==> src/inc/sfr_pkg.sv <==
package sfr_pkg;
  localparam int          NumChannels    = 3;
  localparam int          ClkHz          = 50_000_000;
  localparam int          PeriodUnitClks = 16;
  localparam logic [31:0] FeedbackReset  = 32'h4000_0000;
  localparam logic [3:0]  FeedbackCode   = 4'h8;
  localparam int          RwFlagBit      = 31;
  localparam int          CodeLsb        = 27;
  localparam int          ChannelLsb     = 24;
  localparam int          CalLsb         = 8;
  localparam int          AccumLsb       = 12;
  localparam int          PeriodLsb      = 0;
  localparam int          MaxLsb         = 16;
  localparam int          MinLsb         = 8;
  localparam int          SwCountLsb     = 0;
  localparam logic [7:0]  MinStart       = 8'hff;
  localparam logic [7:0]  MaxStart       = 8'h00;
  localparam logic [3:0]  PrescaleLast   = 4'(PeriodUnitClks - 1);
endpackage

==> src/verilog/sfr_feedback_readback.sv <==
`timescale 1ns/1ns
module sfr_feedback_readback
  import sfr_pkg::*;
(
  input  wire logic                          clk,             // 50 MHz system clock
  input  wire logic                          rstn,            // Async reset, active low
  input  wire logic                          calMode,         // Calibration mode active
  input  wire logic                          layoutSelect,    // feedback_layout_select
  input  wire logic                          ditherEnable,    // Dither on
  input  wire logic [NumChannels-1:0]        channelActive,   // Channel operating
  input  wire logic [NumChannels-1:0][15:0]  calCurrent,      // Calibration reading
  input  wire logic [NumChannels-1:0]        sampleValid,     // Current sample strobe
  input  wire logic [NumChannels-1:0][7:0]   currentSample,   // Current, 11.7 mA lsb
  input  wire logic [NumChannels-1:0]        cycleEnd,        // Switching cycle end pulse
  input  wire logic [NumChannels-1:0][11:0]  accumIn,         // current_accumulation
  input  wire logic [NumChannels-1:0]        ditherCycleEnd,  // Dither cycle end pulse
  input  wire logic                          rdReq,           // Read frame decoded
  input  wire logic [1:0]                    rdChannel,       // Channel from frame
  output logic      [31:0]                   rdData,          // Feedback word
  output logic                               rdValid          // Word valid, one cycle
);

  function automatic logic [7:0] maxOf(input logic [7:0] a, input logic [7:0] b);
    maxOf = (a > b) ? a : b;
  endfunction

  function automatic logic [7:0] minOf(input logic [7:0] a, input logic [7:0] b);
    minOf = (a < b) ? a : b;
  endfunction

  //////////////////////////////////////////////////////////////////////////////
  // Period time base

  logic [3:0] prescale_reg;
  logic       unitTick;

  assign unitTick = (prescale_reg == PrescaleLast);

  always_ff @(posedge clk or negedge rstn) begin
    if (!rstn) begin
      prescale_reg <= '0;
    end else begin
      prescale_reg <= prescale_reg + 4'h1;
    end
  end

  //////////////////////////////////////////////////////////////////////////////
  // Per-channel switching cycle capture

  logic [NumChannels-1:0][11:0] periodCnt_reg;
  logic [NumChannels-1:0][11:0] periodHold_reg;
  logic [NumChannels-1:0][11:0] accumHold_reg;

  always_ff @(posedge clk or negedge rstn) begin
    if (!rstn) begin
      periodCnt_reg  <= '0;
      periodHold_reg <= '0;
      accumHold_reg  <= '0;
    end else begin
      for (int c = 0; c < NumChannels; c++) begin
        if (!channelActive[c]) begin
          periodCnt_reg[c] <= '0;
        end else if (cycleEnd[c]) begin
          periodHold_reg[c] <= periodCnt_reg[c];
          accumHold_reg[c]  <= accumIn[c];
          periodCnt_reg[c]  <= unitTick ? 12'h001 : 12'h000;
        end else if (unitTick && periodCnt_reg[c] != 12'hfff) begin
          periodCnt_reg[c] <= periodCnt_reg[c] + 12'h001;
        end
      end
    end
  end

  //////////////////////////////////////////////////////////////////////////////
  // Max / min tracking and dither cycle count

  logic [NumChannels-1:0][7:0] maxRun_reg;
  logic [NumChannels-1:0][7:0] minRun_reg;
  logic [NumChannels-1:0][7:0] maxHold_reg;
  logic [NumChannels-1:0][7:0] minHold_reg;
  logic [NumChannels-1:0][7:0] swRun_reg;
  logic [NumChannels-1:0][7:0] swHold_reg;
  logic [NumChannels-1:0]      restart;

  // A read restarts tracking only when dither is off; a dither cycle end does only when dither is on
  always_comb begin
    for (int c = 0; c < NumChannels; c++) begin
      restart[c] = ditherEnable ? ditherCycleEnd[c]
                                : (rdReq && rdChannel == 2'(c));
    end
  end

  always_ff @(posedge clk or negedge rstn) begin
    if (!rstn) begin
      maxRun_reg  <= '0;
      minRun_reg  <= {NumChannels{MinStart}};
      maxHold_reg <= '0;
      minHold_reg <= '0;
    end else begin
      for (int c = 0; c < NumChannels; c++) begin
        if (restart[c]) begin
          if (ditherEnable) begin
            maxHold_reg[c] <= maxRun_reg[c];
            minHold_reg[c] <= minRun_reg[c];
          end
          // Sample arriving with the restart seeds the new window, not lost
          maxRun_reg[c] <= sampleValid[c] ? currentSample[c] : MaxStart;
          minRun_reg[c] <= sampleValid[c] ? currentSample[c] : MinStart;
        end else if (sampleValid[c]) begin
          maxRun_reg[c] <= maxOf(maxRun_reg[c], currentSample[c]);
          minRun_reg[c] <= minOf(minRun_reg[c], currentSample[c]);
        end
      end
    end
  end

  always_ff @(posedge clk or negedge rstn) begin
    if (!rstn) begin
      swRun_reg  <= '0;
      swHold_reg <= '0;
    end else begin
      for (int c = 0; c < NumChannels; c++) begin
        if (!ditherEnable) begin
          swRun_reg[c] <= '0;
        end else if (ditherCycleEnd[c]) begin
          // Saturate so a full count plus a coincident end cannot wrap to zero
          swHold_reg[c] <= (swRun_reg[c] == 8'hff) ? 8'hff
                         : swRun_reg[c] + {7'h00, cycleEnd[c]};
          swRun_reg[c]  <= '0;
        end else if (cycleEnd[c] && swRun_reg[c] != 8'hff) begin
          swRun_reg[c] <= swRun_reg[c] + 8'h01;
        end
      end
    end
  end

  //////////////////////////////////////////////////////////////////////////////
  // Read word assembly

  logic [31:0] word_next;
  logic [23:0] fields;
  logic        chanValid;

  always_comb begin
    chanValid = (rdChannel != 2'b11) && channelActive[rdChannel];
    fields    = '0;
    if (!chanValid) begin
      fields = '0;
    end else if (calMode) begin
      fields[CalLsb +: 16] = calCurrent[rdChannel];
    end else if (!layoutSelect) begin
      fields[AccumLsb +: 12]  = accumHold_reg[rdChannel];
      fields[PeriodLsb +: 12] = periodHold_reg[rdChannel];
    end else begin
      fields[MaxLsb +: 8] = ditherEnable ? maxHold_reg[rdChannel]
                                         : maxRun_reg[rdChannel];
      fields[MinLsb +: 8] = ditherEnable ? minHold_reg[rdChannel]
                                         : minRun_reg[rdChannel];
      fields[SwCountLsb +: 8] = ditherEnable ? swHold_reg[rdChannel] : 8'h00;
    end
    word_next                     = '0;
    word_next[RwFlagBit]          = 1'b0;
    word_next[CodeLsb +: 4]       = FeedbackCode;
    word_next[ChannelLsb +: 2]    = rdChannel;
    word_next[23:0]               = fields;
  end

  always_ff @(posedge clk or negedge rstn) begin
    if (!rstn) begin
      rdData  <= FeedbackReset;
      rdValid <= 1'b0;
    end else begin
      rdValid <= rdReq;
      if (rdReq) begin
        rdData <= word_next;
      end
    end
  end
endmodule // sfr_feedback_readback

==> config.mk <==
export PLATFORM = sky130hd
export DESIGN_NAME = sfr_feedback_readback
export DESIGN_NICKNAME = d
export VERILOG_FILES = /design/src/inc/sfr_pkg.sv /design/src/verilog/sfr_feedback_readback.sv
export SDC_FILE = /design/constraint.sdc
export NUM_CORES = 1
export LEC_CHECK = 0
export BUFFER_PORTS_ARGS = -buffer_cell sky130_fd_sc_hd__buf_2
export CAP_MARGIN = 20
export CORE_MARGIN = 4
export CORE_UTILIZATION = 54
export CTS_CLUSTER_DIAMETER = 40
export DETAILED_ROUTE_END_ITERATION = 8
export GPL_TIMING_DRIVEN = 0
export PLACE_DENSITY = 0.8
export SYNTH_ARGS = -nofsm -noshare
export SYNTH_HDL_FRONTEND = slang
export SYNTH_SLANG_ARGS = --single-unit
export TNS_END_PERCENT = 5
==> constraint.sdc <==
create_clock -name clk -period 2.22 [get_ports clk]
set_clock_uncertainty 0.1 [all_clocks]
set_input_delay 0.111 -clock clk [delete_from_list [all_inputs] [get_ports clk]]
set_output_delay 0.111 -clock clk [all_outputs]
set_load 0.02 [all_outputs]
### Word-level counts from Yosys, hierarchy flattened

Cells that the tools add are included.

| cells by class | value |
|---|---|
| reduce and logical (&&, ||, !) cells | 29 |
| $lt $le $gt $ge | 7 |
| equal/unequal tests | 25 |
| mux-type cells | 74 |
| add/sub/neg operators | 10 |

Operators with widths:

| operator | number |
|---|---|
| $mux 8 | 45 |
| $mux 12 | 11 |
| $bmux 8 s2 | 5 |
| $bmux 12 s2 | 2 |
| $mux 24 | 2 |
| $add 12x1->12 const B | 3 |
| $ne 12x12->1 const B | 3 |
| $bmux 16 s2 | 1 |
| $mux 16 | 2 |
| $reduce_and 2->1 | 15 |
| $add 8x1->8 | 3 |
| $add 8x1->8 const B | 3 |
| $eq 8x8->1 const B | 3 |
| $gt 8x8->1 | 3 |
| $lt 8x8->1 | 3 |
| $ne 8x8->1 const B | 3 |
| $ne 3x1->1 const B | 6 |
| $ne 2x2->1 const B | 7 |
| $logic_and 1x1->1 | 10 |
| $reduce_bool 2->1 | 3 |
| $mux 1 | 5 |
| $add 4x1->4 const B | 1 |
| $eq 4x4->1 const B | 1 |
| $lt 2x3->1 const B | 1 |
| other kinds (4) | 4 |

| word-level totals | value |
|---|---|
| bits in registers | 283 |
| logic and storage cells | 175 |
| input bits | 128 |

### Depth between registers and ports, before layout

Gate-level depths: netlist of the first run.

| depth | value |
|---|---|
| depth after elaboration | 6 |
| depth in mapped cells | 8 |

### Worst setup path before layout of the first run

OpenSTA, ideal clock, no wires.

| timing path | value |
|---|---|
| path type | flip-flop to flip-flop |
| from | register maxRun_reg[5] (netlist name) |
| to | register maxRun_reg[6] (netlist name) |
| period minus slack after synthesis | 2.065 ns |
| stages on the path, launching flop included | 7 |
| path buffers | 0 |
| path slack | 0.155 ns |
| data arrival time | 1.805 ns |
| cell sequence | dfrtp_1 > ha_1 > a211o_1 > o211ai_1 > a31oi_1 > a21boi_0 > o22ai_1 |

| between the ends | value |
|---|---|
| cells in the longest elaborated chain, start to end | 3 |

Ends and longest elaborated chain:

| element | line | source |
|---|---|---|
| start, declared | sfr_feedback_readback.sv:77 | `logic [NumChannels-1:0][7:0] maxRun_reg;` |
| start signal, assigned by index | sfr_feedback_readback.sv:107 | `maxRun_reg[c] <= sampleValid[c] ? currentSample[c] : MaxStart;` |
| start signal, assigned by index | sfr_feedback_readback.sv:110 | `maxRun_reg[c] <= maxOf(maxRun_reg[c], currentSample[c]);` |
| $gt 8x8->1 | sfr_feedback_readback.sv:24 | `maxOf = (a > b) ? a : b;` |
| $ne 2x2->1 (no source line) | n/a |  |
| $reduce_and 2->1 (no source line) | n/a |  |

Every way passes these cells.
A chain may end at the register's enable or synchronous reset.

### Final worst setup path of the first run

| timing path | value |
|---|---|
| from | register maxRun_reg[21] (netlist name) |
| to | register maxRun_reg[23] (netlist name) |

Same word-level chain as after synthesis.

==> key figures, run 1 <==
Outcome
  – Status: finished, violations left
  – Failing checks: setup timing

Floorplan
  – # IOs: 161
  – Die area: 30600 um^2
  – Core ar.: 27200 um^2
  – Chip Width: 175 um
  – Num rows: 60
  – Starting Density: 0.553
  – Chip Height: 175 um

GRT
  – GRT Resource Usage Total: 0.295
  – Vias in the first global route: 13300
  – Grt ovf: 0
  – Pin count of the biggest net entering global routing: 107
  – Initial antenna violation count: 1
  – First-pass GRT wire length: 72.1 mm

Route
  – Detailed Route Iter0 Violations: 1089
  – Vias per Instance: 6.06
  – DRC Markers: 0
  – Wire per inst: 21.0 um
  – Post-route ant nets: 0
  – Detailed-route wire length: 45.4 mm
  – Detailed Routing Iterations Pass 1: 5
  – Total vias in the final route: 13100

Finish
  – Area growth, synth to finish: 23.8%
  – Layout cells sized above 1: 0.217
  – Nets: 1938
  – Fill cell count: 1988

Power and ir drop
  – Leakage power total: 8.58 nW
  – Power per cell area: 857 nW/um^2
  – Peak supply drop: 0.000606 V
  – Pwr Total: 16.0 mW

Clock tree
  – Clk Latency, worst-skew pair: 530 ps
  – Maximum clock path buffer count: 3
  – CTS clk-pin slew, worst paths: 60 ps
  – # clock sinks: 283
  – Root buffer cell: clkbuf_16
  – Post-CTS setup buffers: 0
  – CTS tree: done
  – H-tree depth: 2
  – CTS buffer count: 41

Worst setup path
  – Crit Path Class: reg -> reg
  – Critical path arrival: 2530 ps
  – CP required: 2500 ps
  – CP endpoint kind: flop
  – Critical path startpoint category: flop
  – CP Max Fanout: 8

Synth
  – Synth unique cells: 66
  – Top cell type's share of synthesized area: 0.431
  – FFs w/ async S/R, synth: 1.00
  – Synth Flop Type: dfrtp_1
  – Yosys reg bits: 283
  – Sequential share of the synthesized area: 0.473
  – Cell with the most instances after synthesis: dfrtp_1
  – Mapped Area: 15000 um^2
  – Area leader, netlist: dfrtp_1
  – YS warnings: 0
  – Number of enable flip-flop cells after synthesis: 0
  – Syn_area_per_cell: 10.2 um^2
  – Synth Instances: 1472
  – Top post-synthesis cells by count: dfrtp_1, nand2_1, nor2_1
  – Top cells by area, synth: dfrtp_1, mux2_2, mux2i_1, nand2_1, ha_1

Timing
  – Max frequency: 444 MHz
  – RSZ-0062 raised after global routing: true
  – Max_slew headroom: 0.500
  – Max-slew violations: 0
  – Worst setup margin: -33.5 ps
  – Fin crit period: 2250 ps
  – Final setup TNS: -70.3 ps
  – Final setup viols: 6
  – Worst slew pin tran: 749 ps
  – Final Hold Fails: 0
  – Hold WS: 39.3 ps
  – Fin crit share: 1.02

Placement
  – DPL Wire Length: 31.0 mm
  – PortBufs: 152
  – RePlAce Congestion: 0.933

Min path
  – Hold crit path type: in -> reg

Flow run
  – Maximum capacitance violations: 0
-- placed cells by master (no fill, tap or decap), types with 29 or more instances in the layout --
cell type,n
o22a_1,33
mux2_2,89
nor2_1,124
xnor2_1,36
buf_2,162
o21ai_0,53
dlygate4sd3_1,79
ha_1,58
nand3_1,29
mux2i_1,87
nand2_1,203
a21oi_1,93
clkbuf_16,42
inv_1,38
clkbuf_1,54
dfrtp_1,259
-- critical path, cell delays in order (launching register included) --
cell and delay (ps):
dfrtp_1 420, ha_1 320, a211o_1 120, o211ai_1 120
a31oi_1 320, and3_1 200, clkbuf_1 330, o22ai_1 170
-- report_power, final --
group	total [mW]	internal (mW)	switching [mW]
combinational	2.61	1.16	1.45
sequential	6.51	5.88	0.630
clock	6.83	4.29	2.53
total	16.0	11.3	4.61
-- area by class of cell --
type                            count  area, um^2  share of cell area
Multi-Input combinational cell   1068        7400               0.398
Sequential cell                   283        7110               0.382
Timing Repair Buffer              233        1620              0.0869
Clock buffer                       49        1100              0.0590
Tap cell                          372         465              0.0250
Buffer                             86         424              0.0228
Clock inverter                     25         342              0.0184
Inverter                           39         146             0.00787
Antenna cell                        1        2.50            0.000134
-- worst paths after layout --
kind | from | endpoint | slack (ps) | cells after the start
max in group asynchronous | rstn | accumHold_reg[3] | 560 | 4
min | sampleValid[0] | maxRun_reg[1] | 40 | 4
max reg2reg | maxRun_reg[21] | maxRun_reg[23] | -30 | 7
min reg2reg | prescale_reg[0] | prescale_reg[0] | 360 | 1
min in group asynchronous | rstn | maxRun_reg[14] | 50 | 2
max | maxRun_reg[21] | maxRun_reg[23] | -30 | 7
-- stage by stage --
step           utilization  instance area, um^2  cells  setup WS, ps
5_1_grt              0.685                18600   2156         -83.6
4_1_cts              0.684                18600   2155          31.5
3_5_place_dp         0.601                16300   2002          -146
6_report             0.685                18600   2156         -33.5
3_3_place_gp         0.599                16300   2000         -4180
2_1_floorplan            -                15000   1476           155
-- logic make-up (layout without fill, tap and decap cells) --
| group | after synthesis | in the layout | share of synthesized area |
|---|---|---|---|
| AND/OR/NAND/NOR | 450 | 450 | 0.134 |
| AO/OA/AOI/OAI | 317 | 317 | 0.146 |
| flip-flops | 283 | 283 | 0.473 |
| multiplexers | 176 | 176 | 0.125 |
| buffers and inverters | 125 | 432 | 0.0379 |
| XOR/XNOR | 61 | 61 | 0.0355 |
| adder cells (fa/ha/maj) | 58 | 58 | 0.0483 |
| other | 2 | 7 | 0.000500 |
-- repair_timing --
item | 4_1_cts | 5_1_grt
gates resized for setup | 3 | 8
endpoints found under the hold margin | 178 | 0
endpoints found under the setup margin | 17 | 59
hold buffers | 79 | 0
-- metal layers --
| layer | vias to the layer above | GRT usage | part of all wire | wire length, um |
|---|---|---|---|---|
| li1 | 5828 | - | - | - |
| met2 | 668 | 0.488 | 0.47 | 21500 |
| met1 | 6415 | 0.377 | 0.39 | 17900 |
| met3 | 154 | 0.0623 | 0.085 | 3840 |
| met5 | - | 0 | 0 | 0 |
| met4 | 0 | 0.130 | 0.048 | 2160 |
Power figures use the tool's default switching activity.
==> run 2: changes to the inputs <==
--- a/config.mk
+++ b/config.mk
@@ -10,9 +10,11 @@
 export CORE_MARGIN = 4
 export CORE_UTILIZATION = 54
 export CTS_CLUSTER_DIAMETER = 40
+export CTS_CLUSTER_SIZE = 8
 export DETAILED_ROUTE_END_ITERATION = 8
 export GPL_TIMING_DRIVEN = 0
-export PLACE_DENSITY = 0.8
+export HOLD_SLACK_MARGIN = 0.08
+export PLACE_DENSITY = 0.77
 export SYNTH_ARGS = -nofsm -noshare
 export SYNTH_HDL_FRONTEND = slang
 export SYNTH_SLANG_ARGS = --single-unit
==> run 2 against run 1 <==
Effect of this change: the flow now finishes without violations; clock power rose by 2%; fmax rose by 2.0%; sequential power barely moved; combinational power rose by 2%; critical path depth did not move; non-clock buffer count rose by 18; register-to-register slack improved by 50 ps; cell count rose by 1.3%; flip-flop and latch count did not move; hold slack improved by 38 ps; sequential share of layout area fell by 0.51 points; largest cell class unchanged; highest routed layer unchanged.
==> key figures, run 2 (same netlist as run 1, synthesis figures left out) <==
Outcome
  – Status: finished clean (was finished, violations left)

Route
  – Detailed Route Iter0 Violations: 1412 (was 1089)
  – Wire per inst: 20.9 um (was 21.0 um)
  – Detailed Routing Iterations Pass 1: 5 (unchanged)
  – Detailed-route wire length: 45.6 mm (was 45.4 mm)
  – Vias per Instance: 5.98 (was 6.06)
  – Post-route ant nets: 0 (unchanged)
  – DRC Markers: 0 (unchanged)
  – Total vias in the final route: 13100 (about the same)

Worst setup path
  – Critical path startpoint category: flop (unchanged)
  – Critical path arrival: 2510 ps (was 2530 ps)
  – Reg2Reg Setup Slack: 10 ps (was -30 ps)
  – Crit Path Class: reg -> reg (unchanged)
  – CP required: 2520 ps (was 2500 ps)
  – CP Max Fanout: 8 (unchanged)
  – CP endpoint kind: flop (unchanged)

Finish
  – Area growth, synth to finish: 25.4% (was 23.8%)
  – Sequential Area: 7110 um^2 (unchanged)
  – Commonest non-fill, non-tap cell in the layout: dfrtp_1 (unchanged)
  – Nets: 1962 (was 1938)
  – Layout cells sized above 1: 0.210 (was 0.217)
  – Finished Core Util: 0.694 (was 0.685)
  – Commonest non-fill, non-tap cells in the layout: dfrtp_1, nand2_1, buf_2 (unchanged)
  – Final non-filler cell total: 2184 (was 2156)
  – Fill cell count: 1983 (was 1988)
  – Area of the multi-input gates: 7400 um^2 (about the same)

Clock tree
  – Maximum clock path buffer count: 3 (unchanged)
  – CTS buffer count: 47 (was 41)
  – Root buffer cell: clkbuf_16 (unchanged)
  – H-tree depth: 2 (unchanged)
  – CTS clk-pin slew, worst paths: 50 ps (was 60 ps)
  – Clk Latency, worst-skew pair: 550 ps (was 530 ps)
  – # clock sinks: 283 (unchanged)
  – CTS tree: done (unchanged)

Timing
  – Max-slew violations: 0 (unchanged)
  – Final Hold Fails: 0 (unchanged)
  – Max_slew headroom: 0.467 (was 0.500)
  – RSZ-0062 raised after global routing: true (unchanged)
  – Worst slew pin tran: 799 ps (was 749 ps)
  – Max frequency: 453 MHz (was 444 MHz)
  – Fin crit period: 2210 ps (was 2250 ps)
  – Fin crit share: 0.995 (was 1.02)
  – Final setup viols: 0 (was 6)
  – Final setup TNS: 0 ps (was -70.3 ps)

Placement
  – RePlAce Congestion: 0.914 (was 0.933)
  – DPL Wire Length: 31.1 mm (was 31.0 mm)
  – Placed cells: 2002 (unchanged)
  – PortBufs: 152 (unchanged)

Flow run
  – Maximum capacitance violations: 0 (unchanged)

Power and ir drop
  – Power per cell area: 857 nW/um^2 (about the same)
  – Peak supply drop: 0.000633 V (was 0.000606 V)
  – Leakage power total: 8.68 nW (was 8.58 nW)

Floorplan
  – Chip Width: 175 um (unchanged)
  – Die area: 30600 um^2 (unchanged)
  – Num rows: 60 (unchanged)
  – Starting Density: 0.553 (unchanged)
  – # IOs: 161 (unchanged)
  – Chip Height: 175 um (unchanged)
  – Core ar.: 27200 um^2 (unchanged)

GRT
  – First-pass GRT wire length: 71.2 mm (was 72.1 mm)
  – GRT Resource Usage Total: 0.294 (was 0.295)
  – Pin count of the biggest net entering global routing: 119 (was 107)
  – Grt ovf: 0 (unchanged)
  – Vias in the first global route: 13300 (about the same)
  – Initial antenna violation count: 2 (was 1)

Min path
  – Hold crit path type: in -> async (was in -> reg)
## run 2: cell types whose count changed in the layout (fill, tap and decap cells not counted), sizes merged
cell and delta:
buf +1, bufinv -2, clkbuf +22, clkinv -1, clkinvlp -1, diode +1, dlygate4sd3 +17, inv -9
## run 2: worst max-delay path, stage by stage, from the launching register on
cell and delay [ps]:
dfrtp_1 420, ha_1 310, a211o_1 120, o211ai_1 110, a31oi_1 280, and3_1 190, clkbuf_1 340, o22ai_1 180
## run 2: final timing paths
| path | from | endpoint | depth (start not counted) |
|---|---|---|---|
| worst max register to register | maxRun_reg[21] | maxRun_reg[18] | 7 |
| worst max-delay path | maxRun_reg[21] | maxRun_reg[18] | 7 |
| worst min-delay path | rstn | maxRun_reg[14] | 2 |
| max in group asynchronous | rstn | accumHold_reg[29] | 4 |
| worst min register to register | prescale_reg[0] | prescale_reg[0] | 1 |
| min in group clk | ditherCycleEnd[0] | swRun_reg[3] | 4 |
## run 2: repair_timing
item,CTS,global route
endpoints found under the setup margin,8,53
hold buffers,96,0
setup buffers,0,1
pin swaps,0,1
resized for setup,1,9
hold endpoints to repair,222,0
## run 2: power breakdown
group | total, mW | internal, mW | switching (mW)
logic | 2.65 | 1.20 | 1.45
clock network | 7.00 | 4.52 | 2.49
registers | 6.51 | 5.89 | 0.626
total | 16.2 | 11.6 | 4.56
## run 2: final cells by class
cell class                 count  share of cell area
clock buffer                  71              0.0693
antenna                        2            0.000265
inverter                      39             0.00776
clock inverter                12              0.0109
timing repair buffer         251              0.0951
multi-input combinational   1068               0.392
tap                          372              0.0247
sequential                   283               0.377
buffer                        86              0.0225
## run 2: routing by layer
layer,part of all wire,wire [um],global-route usage
met1,0.39,17900,0.371
met2,0.47,21600,0.487
met4,0.049,2210,0.140
met5,0,0,0
met3,0.085,3880,0.0597
## run 2: per-stage QoR
stage	instance area [um^2]	setup WS [ps]	power (mW)	hold slack [ps]
2_1_floorplan	15000	155	7.90	-285
3_3_place_gp	16300	-4230	8.79	244
3_5_place_dp	16300	-130	8.92	48.9
4_1_cts	18800	5.84	16.1	85.2
5_1_grt	18900	-108	16.8	121
6_report	18900	11.7	16.2	77.7
==> run 3: changes to the inputs <==
--- a/config.mk
+++ b/config.mk
@@ -8,13 +8,13 @@
 export BUFFER_PORTS_ARGS = -buffer_cell sky130_fd_sc_hd__buf_2
 export CAP_MARGIN = 20
 export CORE_MARGIN = 4
-export CORE_UTILIZATION = 54
+export CORE_UTILIZATION = 48
 export CTS_CLUSTER_DIAMETER = 40
 export CTS_CLUSTER_SIZE = 8
 export DETAILED_ROUTE_END_ITERATION = 8
 export GPL_TIMING_DRIVEN = 0
 export HOLD_SLACK_MARGIN = 0.08
-export PLACE_DENSITY = 0.77
+export PLACE_DENSITY = 0.7
 export SYNTH_ARGS = -nofsm -noshare
 export SYNTH_HDL_FRONTEND = slang
 export SYNTH_SLANG_ARGS = --single-unit
==> run 3 against run 2 <==
Effect of this change: register-to-register slack better by 50 ps; critical path depth unchanged; non-clock buffer count up 12; sequential share of layout area shrank 0.58 points; fmax up 1.8%; hold slack improved by 25 ps; wire length decreased by 1.7%; power is 2.8% higher; count of clock-buffer cells in the layout shrank 1; die area rose by 12%; worst setup slack improved by 40 ps; critical endpoint is now rdData[20]; largest cell class unchanged.
==> key figures, run 3 (same netlist as run 1, synthesis figures left out) <==
Floorplan
  – Chip Height: 185 um (was 175 um)
  – # IOs: 161 (unchanged)
  – Die area: 34200 um^2 (was 30600 um^2)
  – Chip Width: 185 um (was 175 um)
  – Num rows: 64 (was 60)
  – Core ar.: 30700 um^2 (was 27200 um^2)
  – Starting Density: 0.489 (was 0.553)

Flow run
  – Maximum capacitance violations: 0 (unchanged)

Route
  – Wire per inst: 20.2 um (was 20.9 um)
  – Vias per Instance: 5.72 (was 5.98)
  – DRC Markers: 0 (unchanged)
  – Detailed Routing Iterations Pass 1: 6 (was 5)
  – Total vias in the final route: 12700 (was 13100)
  – Post-route ant nets: 0 (unchanged)
  – Detailed-route wire length: 44.8 mm (was 45.6 mm)
  – Detailed Route Iter0 Violations: 948 (was 1412)

Worst setup path
  – CP Max Fanout: 10 (was 8)
  – CP endpoint kind: flop (unchanged)
  – Worst reg2reg path depth: 6 (was 7)
  – CP required: 2560 ps (was 2520 ps)
  – Critical path startpoint category: primary input (was flop)
  – Critical path arrival: 2500 ps (was 2510 ps)
  – Crit Path Class: in -> reg (was reg -> reg)

GRT
  – Pin count of the biggest net entering global routing: 125 (was 119)
  – GRT Resource Usage Total: 0.263 (was 0.294)
  – Grt ovf: 0 (unchanged)
  – Initial antenna violation count: 0 (was 2)
  – First-pass GRT wire length: 71.2 mm (about the same)
  – Vias in the first global route: 13100 (was 13300)

Timing
  – Worst setup margin: 51.5 ps (was 11.7 ps)
  – Max_slew headroom: 0.503 (was 0.467)
  – Max frequency: 461 MHz (was 453 MHz)
  – RSZ-0062 raised after global routing: true (unchanged)
  – Fin crit period: 2170 ps (was 2210 ps)
  – Final setup viols: 0 (unchanged)
  – Hold WS: 103 ps (was 77.7 ps)
  – Fin crit share: 0.977 (was 0.995)
  – Max-slew violations: 0 (unchanged)
  – Final Hold Fails: 0 (unchanged)
  – Worst slew pin tran: 746 ps (was 799 ps)

Clock tree
  – Root buffer cell: clkbuf_16 (unchanged)
  – # clock sinks: 283 (unchanged)
  – CTS buffer count: 49 (was 47)
  – CTS tree: done (unchanged)
  – Maximum clock path buffer count: 3 (unchanged)
  – H-tree depth: 2 (unchanged)
  – Clk Latency, worst-skew pair: 570 ps (was 550 ps)
  – CTS clk-pin slew, worst paths: 50 ps (about the same)

Min path
  – Hold Crit Depth: 5
  – Hold crit path type: in -> reg (was in -> async)

Finish
  – Nets: 1976 (was 1962)
  – Antenna Cells: 0 (was 2)
  – Area growth, synth to finish: 27.4% (was 25.4%)
  – Fill cell count: 2526 (was 1983)
  – Commonest non-fill, non-tap cells in the layout: dfrtp_1, nand2_1, buf_2 (unchanged)
  – Layout cells sized above 1: 0.216 (was 0.210)
  – Commonest non-fill, non-tap cell in the layout: dfrtp_1 (unchanged)

Placement
  – PortBufs: 152 (unchanged)
  – DPL Wire Length: 31.4 mm (was 31.1 mm)
  – RePlAce Congestion: 0.886 (was 0.914)
  – Post-place setup slack: -165 ps (was -130 ps)

Outcome
  – Status: finished clean (unchanged)

Power and ir drop
  – Power per cell area: 867 nW/um^2 (was 857 nW/um^2)
  – Peak supply drop: 0.000670 V (was 0.000633 V)
  – Leakage power total: 8.80 nW (was 8.68 nW)
run 3: cell count changes in the layout (fill, tap and decap cells not counted), moves of 2 or more:
cell / change
dlygate4sd3_1: +12
clkbuf_1: -10
clkbuf_8: +7
diode_2: -2
run 3: per-stage QoR:
step / cell area, um^2 / util / total power [mW] / instances / TNS, ps
2_1_floorplan: 15000 / - / 7.90 / 1476 / 0
3_3_place_gp: 16300 / 0.530 / 8.80 / 2024 / -1164770
3_5_place_dp: 16400 / 0.532 / 8.91 / 2026 / -1290
4_1_cts: 19100 / 0.622 / 16.6 / 2220 / 0
5_1_grt: 19200 / 0.623 / 17.3 / 2220 / -103
6_report: 19200 / 0.623 / 16.6 / 2220 / 0
run 3: metal layers:
metal / global-route usage / wire, um / up-vias
li1: - / - / 5894
met1: 0.348 / 19100 / 6197
met2: 0.426 / 20900 / 475
met3: 0.0532 / 2960 / 123
met4: 0.105 / 1810 / 0
met5: 0 / 0 / -
run 3: what timing repair did:
| item | CTS | global route |
|---|---|---|
| gates cloned | 0 | 0 |
| setup endpoints to repair | 9 | 57 |
| buffers inserted | 0 | 0 |
| hold buffers | 109 | 0 |
| endpoints found under the hold margin | 423 | 0 |
| gates resized for setup | 2 | 12 |
| pin swaps | 0 | 1 |
run 3: worst paths after layout:
kind	from	end	slack [ps]
setup / recovery	ditherEnable	rdData[20]	50
hold / removal	rdChannel[1]	maxRun_reg[6]	100
setup reg to reg	minRun_reg[13]	minRun_reg[14]	60
hold reg to reg	prescale_reg[0]	prescale_reg[0]	360
max in group asynchronous	rstn	accumHold_reg[15]	1290
min in group asynchronous	rstn	minRun_reg[7]	110
run 3: layout make-up:
cell class	count	area [um^2]	area share
multi-input cells	1068	7400	0.386
flip-flops and latches	283	7110	0.371
repair buffers	263	1930	0.101
clock buffers	70	1400	0.0728
well taps	396	495	0.0259
plain buffers	86	425	0.0222
clock inverters	15	251	0.0131
inverters	39	146	0.00764
run 3: power breakdown:
group	switching (mW)	internal [mW]
Clock	2.67	4.83
Combinational	1.40	1.22
Sequential	0.608	5.89
Total	4.67	11.9
run 3: worst max-delay path, stage by stage:
cell and delay [ps]:
dlygate4sd3_1 540, buf_2 260, clkbuf_1 440, clkbuf_1 470, o211ai_1 170, a21oi_1 380, o2bb2ai_1 130
